`src/scs_pkg.sv`:
```
// Purpose: shared types and constants of the system clock source selector
// Assumes: config word fields arrive as static levels from configuration storage
// Notes:   mode codes and status thresholds are local choices
package scs_pkg;

  // clock source modes held in the first configuration word
  typedef enum logic [2:0] {
    MODE_LOW_POWER_XTAL = 3'h0,
    MODE_MEDIUM_XTAL    = 3'h1,
    MODE_HIGH_XTAL      = 3'h2,
    MODE_EXT_CLOCK      = 3'h3,
    MODE_INT_OSC_IO     = 3'h4,
    MODE_INT_OSC        = 3'h5,
    MODE_RES_CAP_IO     = 3'h6,
    MODE_RES_CAP        = 3'h7
  } scs_mode_t;

  // start-up sequencer, one-hot
  typedef enum logic [2:0] {
    ST_CAPTURE = 3'h1,
    ST_COUNT   = 3'h2,
    ST_RUN     = 3'h4
  } scs_state_t;

  // drive of one pin towards the pad
  typedef struct packed {
    logic out;
    logic oe;
  } scs_pin_t;

  // divider select codes: 11 full rate, 10 half, 01 quarter, 00 eighth
  localparam logic [1:0] FSEL_DIV1    = 2'h3;
  localparam logic [1:0] FSEL_DIV2    = 2'h2;
  localparam logic [1:0] FSEL_DIV4    = 2'h1;
  localparam logic [1:0] FSEL_DIV8    = 2'h0;
  localparam logic [1:0] FSEL_RST     = FSEL_DIV2;
  localparam logic [2:0] PS_LAST      = 3'h7;

  // start-up oscillation count for the crystal modes
  localparam int         OST_COUNT    = 1024;
  localparam int         OST_W        = 10;
  localparam logic [9:0] OST_LAST     = 10'(OST_COUNT - 1);

  // clock output runs at the system rate divided by four
  localparam logic       CLKOUT_HALF  = 1'h1;

  // pin indices
  localparam int         PIN_CLKIN    = 0;
  localparam int         PIN_CLKOUT   = 1;

endpackage : scs_pkg

```
`src/scs_postscaler.sv`:
```
// Purpose: glitch-free divide by 1, 2, 4 or 8 of the internal source tick
// Assumes: src_tick is a one-cycle pulse on core_clk
// Notes:   a new select is applied only at the common divide-by-8 boundary
`timescale 1ns/1ps
module scs_postscaler
  import scs_pkg::*;
(
  // clock and reset
  input  wire logic       core_clk,
  input  wire logic       rst_n,
  // source and select
  input  wire logic       src_tick,
  input  wire logic [1:0] sel,
  // divided tick
  output logic            div_tick_ff
);

  logic [2:0] cnt_ff;
  logic [1:0] sel_ff;
  logic [2:0] mask;
  logic       boundary;
  logic       hit;

  // mask of counter bits that must be all ones for the selected divide
  assign mask     = (sel_ff == FSEL_DIV1) ? 3'h0 :
                    (sel_ff == FSEL_DIV2) ? 3'h1 :
                    (sel_ff == FSEL_DIV4) ? 3'h3 : 3'h7;
  assign boundary = src_tick && (cnt_ff == PS_LAST);
  assign hit      = src_tick && ((cnt_ff & mask) == mask);

  // switching only at the boundary keeps every output period whole
  always_ff @(posedge core_clk or negedge rst_n)
  begin
    if (!rst_n)
    begin
      cnt_ff      <= 3'h0;
      sel_ff      <= FSEL_RST;
      div_tick_ff <= 1'h0;
    end
    else
    begin
      if (src_tick)
        cnt_ff <= cnt_ff + 3'h1;
      if (boundary)
        sel_ff <= sel;
      div_tick_ff <= hit;
    end
  end
endmodule : scs_postscaler

```
`src/scs_clock_select.sv`:
```
// Purpose: clock source mode handling, internal divider and pin ownership
// Assumes: internal oscillator ticks are pulses on core_clk; pins are asynchronous
// Notes:   the system clock is represented by the one-cycle sys_tick pulse
`timescale 1ns/1ps
module scs_clock_select
  import scs_pkg::*;
#(
  parameter int LOCK_TICKS   = 64,
  parameter int STABLE_TICKS = 256
)
(
  // clock and reset
  input  wire logic              core_clk,
  input  wire logic              rst_n,
  // configuration storage
  input  scs_pkg::scs_mode_t     cfg_mode,
  input  wire logic              cfg_high_range,
  // software control
  input  wire logic              freq_sel_wr,
  input  wire logic [1:0]        freq_sel_wdata,
  input  wire logic              wake_req,
  // internal oscillator ticks
  input  wire logic              osc_hf_tick,
  input  wire logic              osc_lf_tick,
  // oscillator pins
  input  wire logic [1:0]        osc_pin_in,
  output scs_pkg::scs_pin_t      osc1_pin_drv,
  output scs_pkg::scs_pin_t      osc2_pin_drv,
  // general I/O user side
  input  scs_pkg::scs_pin_t [1:0] gpio_drv,
  output logic [1:0]             gpio_in,
  // status
  output logic [1:0]             freq_sel,
  output logic                   osc_locked,
  output logic                   osc_stable,
  output logic                   sys_tick,
  output logic                   exec_hold
);

  if (LOCK_TICKS < 1 || STABLE_TICKS < LOCK_TICKS || STABLE_TICKS > 4095)
  begin : g_bad_param
    $error("status tick thresholds out of range");
  end

  scs_state_t   state_ff;
  scs_state_t   nxt_state;
  scs_mode_t    mode_ff;
  logic         hr_ff;
  logic [1:0]   s1_ff;
  logic [1:0]   s2_ff;
  logic [1:0]   s3_ff;
  logic [1:0]   lvl_ff;
  logic [OST_W-1:0] ost_ff;
  logic [11:0]  stat_ff;
  logic         half_ff;
  logic         clkout_ff;
  logic         ps_tick;
  logic         src_tick;
  logic         clkin_rise;
  logic         is_int;
  logic         is_xtal;
  logic         is_rc;
  logic         drive_clkout;
  logic         osc1_gpio;
  logic         osc2_gpio;
  logic         tick_src;
  logic         ost_done;
  scs_pin_t     nxt_osc1;
  scs_pin_t     nxt_osc2;

  // three-stage synchronisers; a level counts once stages two and three agree
  for (genvar i = 0; i < 2; i++)
  begin : g_sync
    always_ff @(posedge core_clk or negedge rst_n)
    begin
      if (!rst_n)
      begin
        s1_ff[i]  <= 1'h0;
        s2_ff[i]  <= 1'h0;
        s3_ff[i]  <= 1'h0;
        lvl_ff[i] <= 1'h0;
      end
      else
      begin
        s1_ff[i] <= osc_pin_in[i];
        s2_ff[i] <= s1_ff[i];
        s3_ff[i] <= s2_ff[i];
        if (s2_ff[i] == s3_ff[i])
          lvl_ff[i] <= s3_ff[i];
      end
    end
  end

  // mode decode from the captured configuration
  assign is_int    = (mode_ff == MODE_INT_OSC) || (mode_ff == MODE_INT_OSC_IO);
  assign is_rc     = (mode_ff == MODE_RES_CAP) || (mode_ff == MODE_RES_CAP_IO);
  assign is_xtal   = (mode_ff == MODE_LOW_POWER_XTAL) || (mode_ff == MODE_MEDIUM_XTAL) ||
                     (mode_ff == MODE_HIGH_XTAL);
  assign drive_clkout = (mode_ff == MODE_RES_CAP) || (mode_ff == MODE_INT_OSC);
  assign osc1_gpio = is_int;
  assign osc2_gpio = (mode_ff == MODE_RES_CAP_IO) || (mode_ff == MODE_INT_OSC_IO) ||
                     (mode_ff == MODE_EXT_CLOCK);

  // source ahead of the divider is fixed by the high-range bit
  assign src_tick   = hr_ff ? osc_hf_tick : osc_lf_tick;
  assign clkin_rise = (s2_ff[PIN_CLKIN] == s3_ff[PIN_CLKIN]) && s3_ff[PIN_CLKIN] &&
                      !lvl_ff[PIN_CLKIN];
  assign tick_src   = is_int ? ps_tick : clkin_rise;
  assign ost_done   = clkin_rise && (ost_ff == OST_LAST);

  // divider; the live oscillator keeps running so a new select needs no restart
  scs_postscaler u_postscaler (
    .core_clk    (core_clk),
    .rst_n       (rst_n),
    .src_tick    (src_tick),
    .sel         (freq_sel),
    .div_tick_ff (ps_tick)
  );

  // pin ownership; crystal modes leave both pins to the resonator
  assign nxt_osc1 = osc1_gpio ? gpio_drv[PIN_CLKIN] : '0;
  assign nxt_osc2 = drive_clkout ? scs_pin_t'{out: clkout_ff, oe: 1'h1} :
                    osc2_gpio ? gpio_drv[PIN_CLKOUT] : '0;

  // sequencer: capture config, then count oscillations in crystal modes
  always_comb
  begin
    nxt_state = state_ff;
    case (state_ff)
      ST_CAPTURE: nxt_state = ST_RUN;
      ST_COUNT:   if (ost_done) nxt_state = ST_RUN;
      ST_RUN:     if (wake_req && is_xtal) nxt_state = ST_COUNT;
      default:    nxt_state = ST_CAPTURE;
    endcase
    if (state_ff == ST_CAPTURE && (cfg_mode == MODE_LOW_POWER_XTAL ||
        cfg_mode == MODE_MEDIUM_XTAL || cfg_mode == MODE_HIGH_XTAL))
      nxt_state = ST_COUNT;
  end

  // config is taken once after reset release and then held
  always_ff @(posedge core_clk or negedge rst_n)
  begin
    if (!rst_n)
    begin
      state_ff <= ST_CAPTURE;
      mode_ff  <= MODE_INT_OSC_IO;
      hr_ff    <= 1'h0;
      ost_ff   <= '0;
    end
    else
    begin
      state_ff <= nxt_state;
      if (state_ff == ST_CAPTURE)
      begin
        mode_ff <= cfg_mode;
        hr_ff   <= cfg_high_range;
      end
      if (state_ff != ST_COUNT)
        ost_ff <= '0;
      else if (clkin_rise)
        ost_ff <= ost_ff + OST_W'(1);
    end
  end

  // software divider select, reset to half rate
  always_ff @(posedge core_clk or negedge rst_n)
  begin
    if (!rst_n)
      freq_sel <= FSEL_RST;
    else if (freq_sel_wr)
      freq_sel <= freq_sel_wdata;
  end

  // oscillator status: saturating count of source ticks since reset
  always_ff @(posedge core_clk or negedge rst_n)
  begin
    if (!rst_n)
    begin
      stat_ff    <= 12'h0;
      osc_locked <= 1'h0;
      osc_stable <= 1'h0;
    end
    else
    begin
      if (src_tick && !osc_stable)
        stat_ff <= stat_ff + 12'h1;
      osc_locked <= osc_locked || (stat_ff >= 12'(LOCK_TICKS));
      osc_stable <= osc_stable || (stat_ff >= 12'(STABLE_TICKS));
    end
  end

  // system tick, clock output at a quarter of it, pin drives, status regs
  always_ff @(posedge core_clk or negedge rst_n)
  begin
    if (!rst_n)
    begin
      sys_tick     <= 1'h0;
      half_ff      <= 1'h0;
      clkout_ff    <= 1'h0;
      osc1_pin_drv <= '0;
      osc2_pin_drv <= '0;
      gpio_in      <= 2'h0;
      exec_hold    <= 1'h1;
    end
    else
    begin
      sys_tick <= tick_src;
      if (sys_tick)
      begin
        half_ff <= ~half_ff;
        if (half_ff == CLKOUT_HALF)
          clkout_ff <= ~clkout_ff;
      end
      osc1_pin_drv <= nxt_osc1;
      osc2_pin_drv <= nxt_osc2;
      gpio_in      <= lvl_ff;
      exec_hold    <= (nxt_state != ST_RUN);
    end
  end

  logic cfg_ok;
  logic run_seen_ff;
  // checks skip the capture edge and the one after it, where mode_ff may still move
  always_ff @(posedge core_clk or negedge rst_n)
  begin
    if (!rst_n)
      run_seen_ff <= 1'h0;
    else
      run_seen_ff <= (state_ff != ST_CAPTURE);
  end
  assign cfg_ok = (state_ff != ST_CAPTURE) && run_seen_ff;
endmodule : scs_clock_select

```
`config.mk`:
```
export PLATFORM = sky130hd
export DESIGN_NAME = scs_clock_select
export DESIGN_NICKNAME = d
export VERILOG_FILES = /design/src/scs_pkg.sv /design/src/scs_postscaler.sv /design/src/scs_clock_select.sv
export SDC_FILE = /design/constraint.sdc
export NUM_CORES = 1
export LEC_CHECK = 0
export BUFFER_PORTS_ARGS = -buffer_cell sky130_fd_sc_hd__buf_2
export CELL_PAD_IN_SITES_DETAIL_PLACEMENT = 1
export CELL_PAD_IN_SITES_GLOBAL_PLACEMENT = 2
export CORE_MARGIN = 4
export CORE_UTILIZATION = 30
export DETAILED_ROUTE_END_ITERATION = 6
export PLACE_DENSITY = 0.73
export SYNTH_ARGS = -nofsm -noshare
export SYNTH_HDL_FRONTEND = slang
export SYNTH_SLANG_ARGS = --single-unit
```
`constraint.sdc`:
```
create_clock -name core_clk -period 3.7 [get_ports core_clk]
set_input_delay 0.74 -clock core_clk [delete_from_list [all_inputs] [get_ports core_clk]]
set_output_delay 0.74 -clock core_clk [all_outputs]
set_load 0.05 [all_outputs]
```
==> out/metrics.sh <==
RUN_STATUS='finished, final reports clean'
DRT-MET1-WL_UM=1980
WORSTPATHREQUIRED_NS=2.96
GRT_ANTENNA_BEFORE_REPAIR=0
SLEW_HEADROOM=0.493
TRITONCTS='yes'
MAXCAPVIOLATIONS=0
TIMING.CRITICAL_PATH.BUF_INV=1
HPWL_AFTER_DETAILED_PLACEMENT_UM=3140
CP_TOP_FAMILY='flip-flops'
RSZ_0062_RAISED_AFTER_GLOBAL_ROUTING='no'
SYN_AREA_UM2=2380
PATH_CLK_SLEW_NS=0.06
LAYOUT.CELLS.MOST_COMMON='dfrtp_1'
TIMING.CRITICAL_PATH.SLOWEST_STAGE_CELL='dfstp_2'
YS.FLOP_TYPE='dfrtp_1'
ROUTED_WIRELENGTH_UM=4330
FIRST_PASS_GRT_WIRE_LENGTH_UM=7830
LAYOUT_WORST_PATH_CYCLE_SHARE=0.504
PLACEDINSTANCEAREA_UM2=2640
SYNTH_EDF_COUNT=0
ANTENNADIODECOUNT=0
DESIGN.FINAL.NETS=256
DETAIL_ROUTE.DRC_VIOLATIONS=0
CLK_PATH_BUF_DEPTH=2
CORE_OUTLINE_AREA_UM2=7730
TIMING.FMAX_MHz=536
CRITICAL_PATH_ARRIVAL_NS=1.13
SYNTHTOLAYOUTAREAGROWTH_PCT=18.2
SYNTH_SEQ_AREA_SHARE=0.601
POWER_DENSITY_nW_PER_UM2=647
CRITPATHMAXFANOUT=3
HOLD_VIOL=0
MIN_PERIOD_NS=1.87
TIMING_WORST_SLEW_PIN_VALUE_NS=0.741
VIA_PER_INST=4.50
DRT-PASS1-ITER-COUNT=4
CTS_MAX_LEVEL=3
FINAL.SETUP.TNS_NS=0
CTS_NUM_SINKS=57
FINAL_CELL_MIX='dfrtp_1 (52), buf_2 (29), nand2_1 (20), nor2_1 (16), xor2_1 (14)'
GRT_REMAINING_OVERFLOW=0
NUM_IO_PINS=30
SYNTH-WARNING-COUNT=0
WORST_PATH_LARGEST_CELL_DELAY_NS=0.54
POSTCTSRESIZEDCELLS=0
PORT_BUFFERS=29
SETUP_VIOL_COUNT_FINAL=0
PLACEMENT_ROWS=32
HOLD_PATH.CLASS='flop to flop'
SETUP.WORST_PATH.START_CLASS='flop'
DIE-WIDTH_UM=97.1
SYN_AVG_CELL_AREA_UM2=12.2
CRIT_CHAIN='buf_2'
CTS.ROOT.BUFFER_CELL='clkbuf_8'
MET2ROUTEDLENGTH_UM=2080
SKEW_NS=0.00960
POST_CTS_SETUP_REPAIR_BUFS=0
ROUTE.VIAS.TOTAL=1525
SYN_INST=195
SYN-NUM-NETS=219
CTS_HOLD_REPAIR.BUFFERS=0
NUMBER_OF_BUFFERS_ADDED_BY_THE_CLOCK_TREE_SYNTHESIS_STEP=9
NUMBER_OF_GLOBAL_ROUTE_VIAS_BEFORE_REPAIR=1665
TOP_LAYER_USED='met4'
DRT_ITER0_MARKERS=44
SYNTH_SEQ_CELLS=57
INITIAL_UTILIZATION=0.308
FP.DIEH_UM=97.1
DIE_AREA_UM2=9440
ANTENNA_LEFT=0
WORST-SETUP-PATH-TYPE='flop to output port'
WL_MET3_UM=213
FINALWEIGHTEDCONGESTION=0.698
GLOBAL_ROUTE.USAGE.TOTAL=0.104
SYNTHARSTFLOPSHARE=1.00
ROUTEDWLPERCELL_UM=12.8
PEAKVDDDROP_mV=0.277
POST_ROUTE_CELLS_DRIVE_ABOVE_1_SHARE=0.270
CRITPATHCAPTURETYPE='output port'
TOTAL_LEAKAGE_POWER_uW=0.00127
REPORT.FINAL.SLEW_VIOL_COUNT=0
POST_ROUTE_CELL_AREA_UM2=2820
HOLDWS_NS=0.347
INSERTION_DELAY_NS=0.33
YOSYS.CELL_TYPES.COUNT=37
GRT_MAX_DEGREE=31
==> sequential cells by signal, summed over array words and instances, names as in the netlist <==
| name | cells |
|---|---|
| clkout_ff | 1 |
| exec_hold | 1 |
| freq_sel | 2 |
| gpio_in | 2 |
| half_ff | 1 |
| hr_ff | 1 |
| lvl_ff | 2 |
| mode_ff | 3 |
| osc1_pin_drv | 2 |
| osc2_pin_drv | 2 |
| osc_locked | 1 |
| osc_stable | 1 |
| ost_ff | 10 |
| s1_ff | 2 |
| s2_ff | 2 |
| s3_ff | 2 |
| stat_ff | 12 |
| state_ff | 3 |
| sys_tick | 1 |
| u_postscaler.cnt_ff | 3 |
| u_postscaler.div_tick_ff | 1 |
| u_postscaler.sel_ff | 2 |
==> stage by stage <==
stage | total power, uW | cells | util | setup WS [ns]
after floorplan | 1200 | 195 | - | 1.97
after global placement | 1320 | 323 | 0.342 | 1.76
after detailed placement | 1340 | 323 | 0.342 | 1.71
after CTS | 1860 | 339 | 0.364 | 1.80
after global routing | 1960 | 339 | 0.364 | 1.78
final | 1820 | 339 | 0.364 | 1.83
==> cell families after synthesis <==
| logic type | after synthesis | share of synthesized area |
|---|---|---|
| DFF | 57 | 0.601 |
| AOI/OAI and AO/OA | 14 | 0.0383 |
| and+or+nand+nor | 71 | 0.156 |
| adders and majority gates | 7 | 0.0357 |
| xor gates and xnor gates | 23 | 0.0845 |
| muxes | 14 | 0.0667 |
| buffers and inverters | 9 | 0.0173 |
==> cells in the mapped netlist (all sizes together) (2+ instances only) <==
master	instances	area, um2
a21oi	3	15.0
o21ai	4	20.0
dfstp	5	131
dfrtp	52	1300
ha	6	75.1
inv	5	18.8
nor2b	3	18.8
nand2	20	75.1
xnor2	9	78.8
and2	3	18.8
mux2	12	135
and4	2	17.5
nand4	4	25.0
nand2b	2	12.5
mux2i	2	23.8
nor3	3	37.5
clkbuf	3	11.3
nor2	16	60.1
or4	2	15.0
xor2	14	123
nand3	10	50.1
or3	2	12.5
==> cell type report <==
cell class              instances  area (um2)
multi-input cells             129         910
fillers                       844        4910
repair buffers                 30         153
clock inverters                 2        12.5
flip-flops and latches         57        1430
clock buffers                  14         163
inverters                       5        18.8
well taps                     102         128
==> power by group <==
part / internal, uW / switching, uW
Sequential: 767 / 103
Clock: 279 / 231
Combinational: 180 / 262
Total: 1230 / 596
==> metal layers <==
metal  up-vias  track usage
met2        26        0.158
met4         0       0.0356
met3         7       0.0495
li1        736            -
met5         -            0
met1       756        0.132
==> path summary, 6_finish.rpt <==
| kind | endpoint | start | cells after the start | slack (ns) |
|---|---|---|---|---|
| setup reg to reg | state_ff[1] | state_ff[0] | 4 | 2.06 |
| min in group asynchronous | mode_ff[0] | rst_n | 1 | 0.44 |
| setup / recovery | freq_sel[1] | freq_sel[1] | 1 | 1.83 |
| max in group asynchronous | u_postscaler.sel_ff[1] | rst_n | 2 | 2.39 |
| hold reg to reg | s2_ff[1] | s1_ff[1] | 0 | 0.35 |
| hold / removal | s2_ff[1] | s1_ff[1] | 0 | 0.35 |
Note: power is estimated with default switching activity, not from simulation.
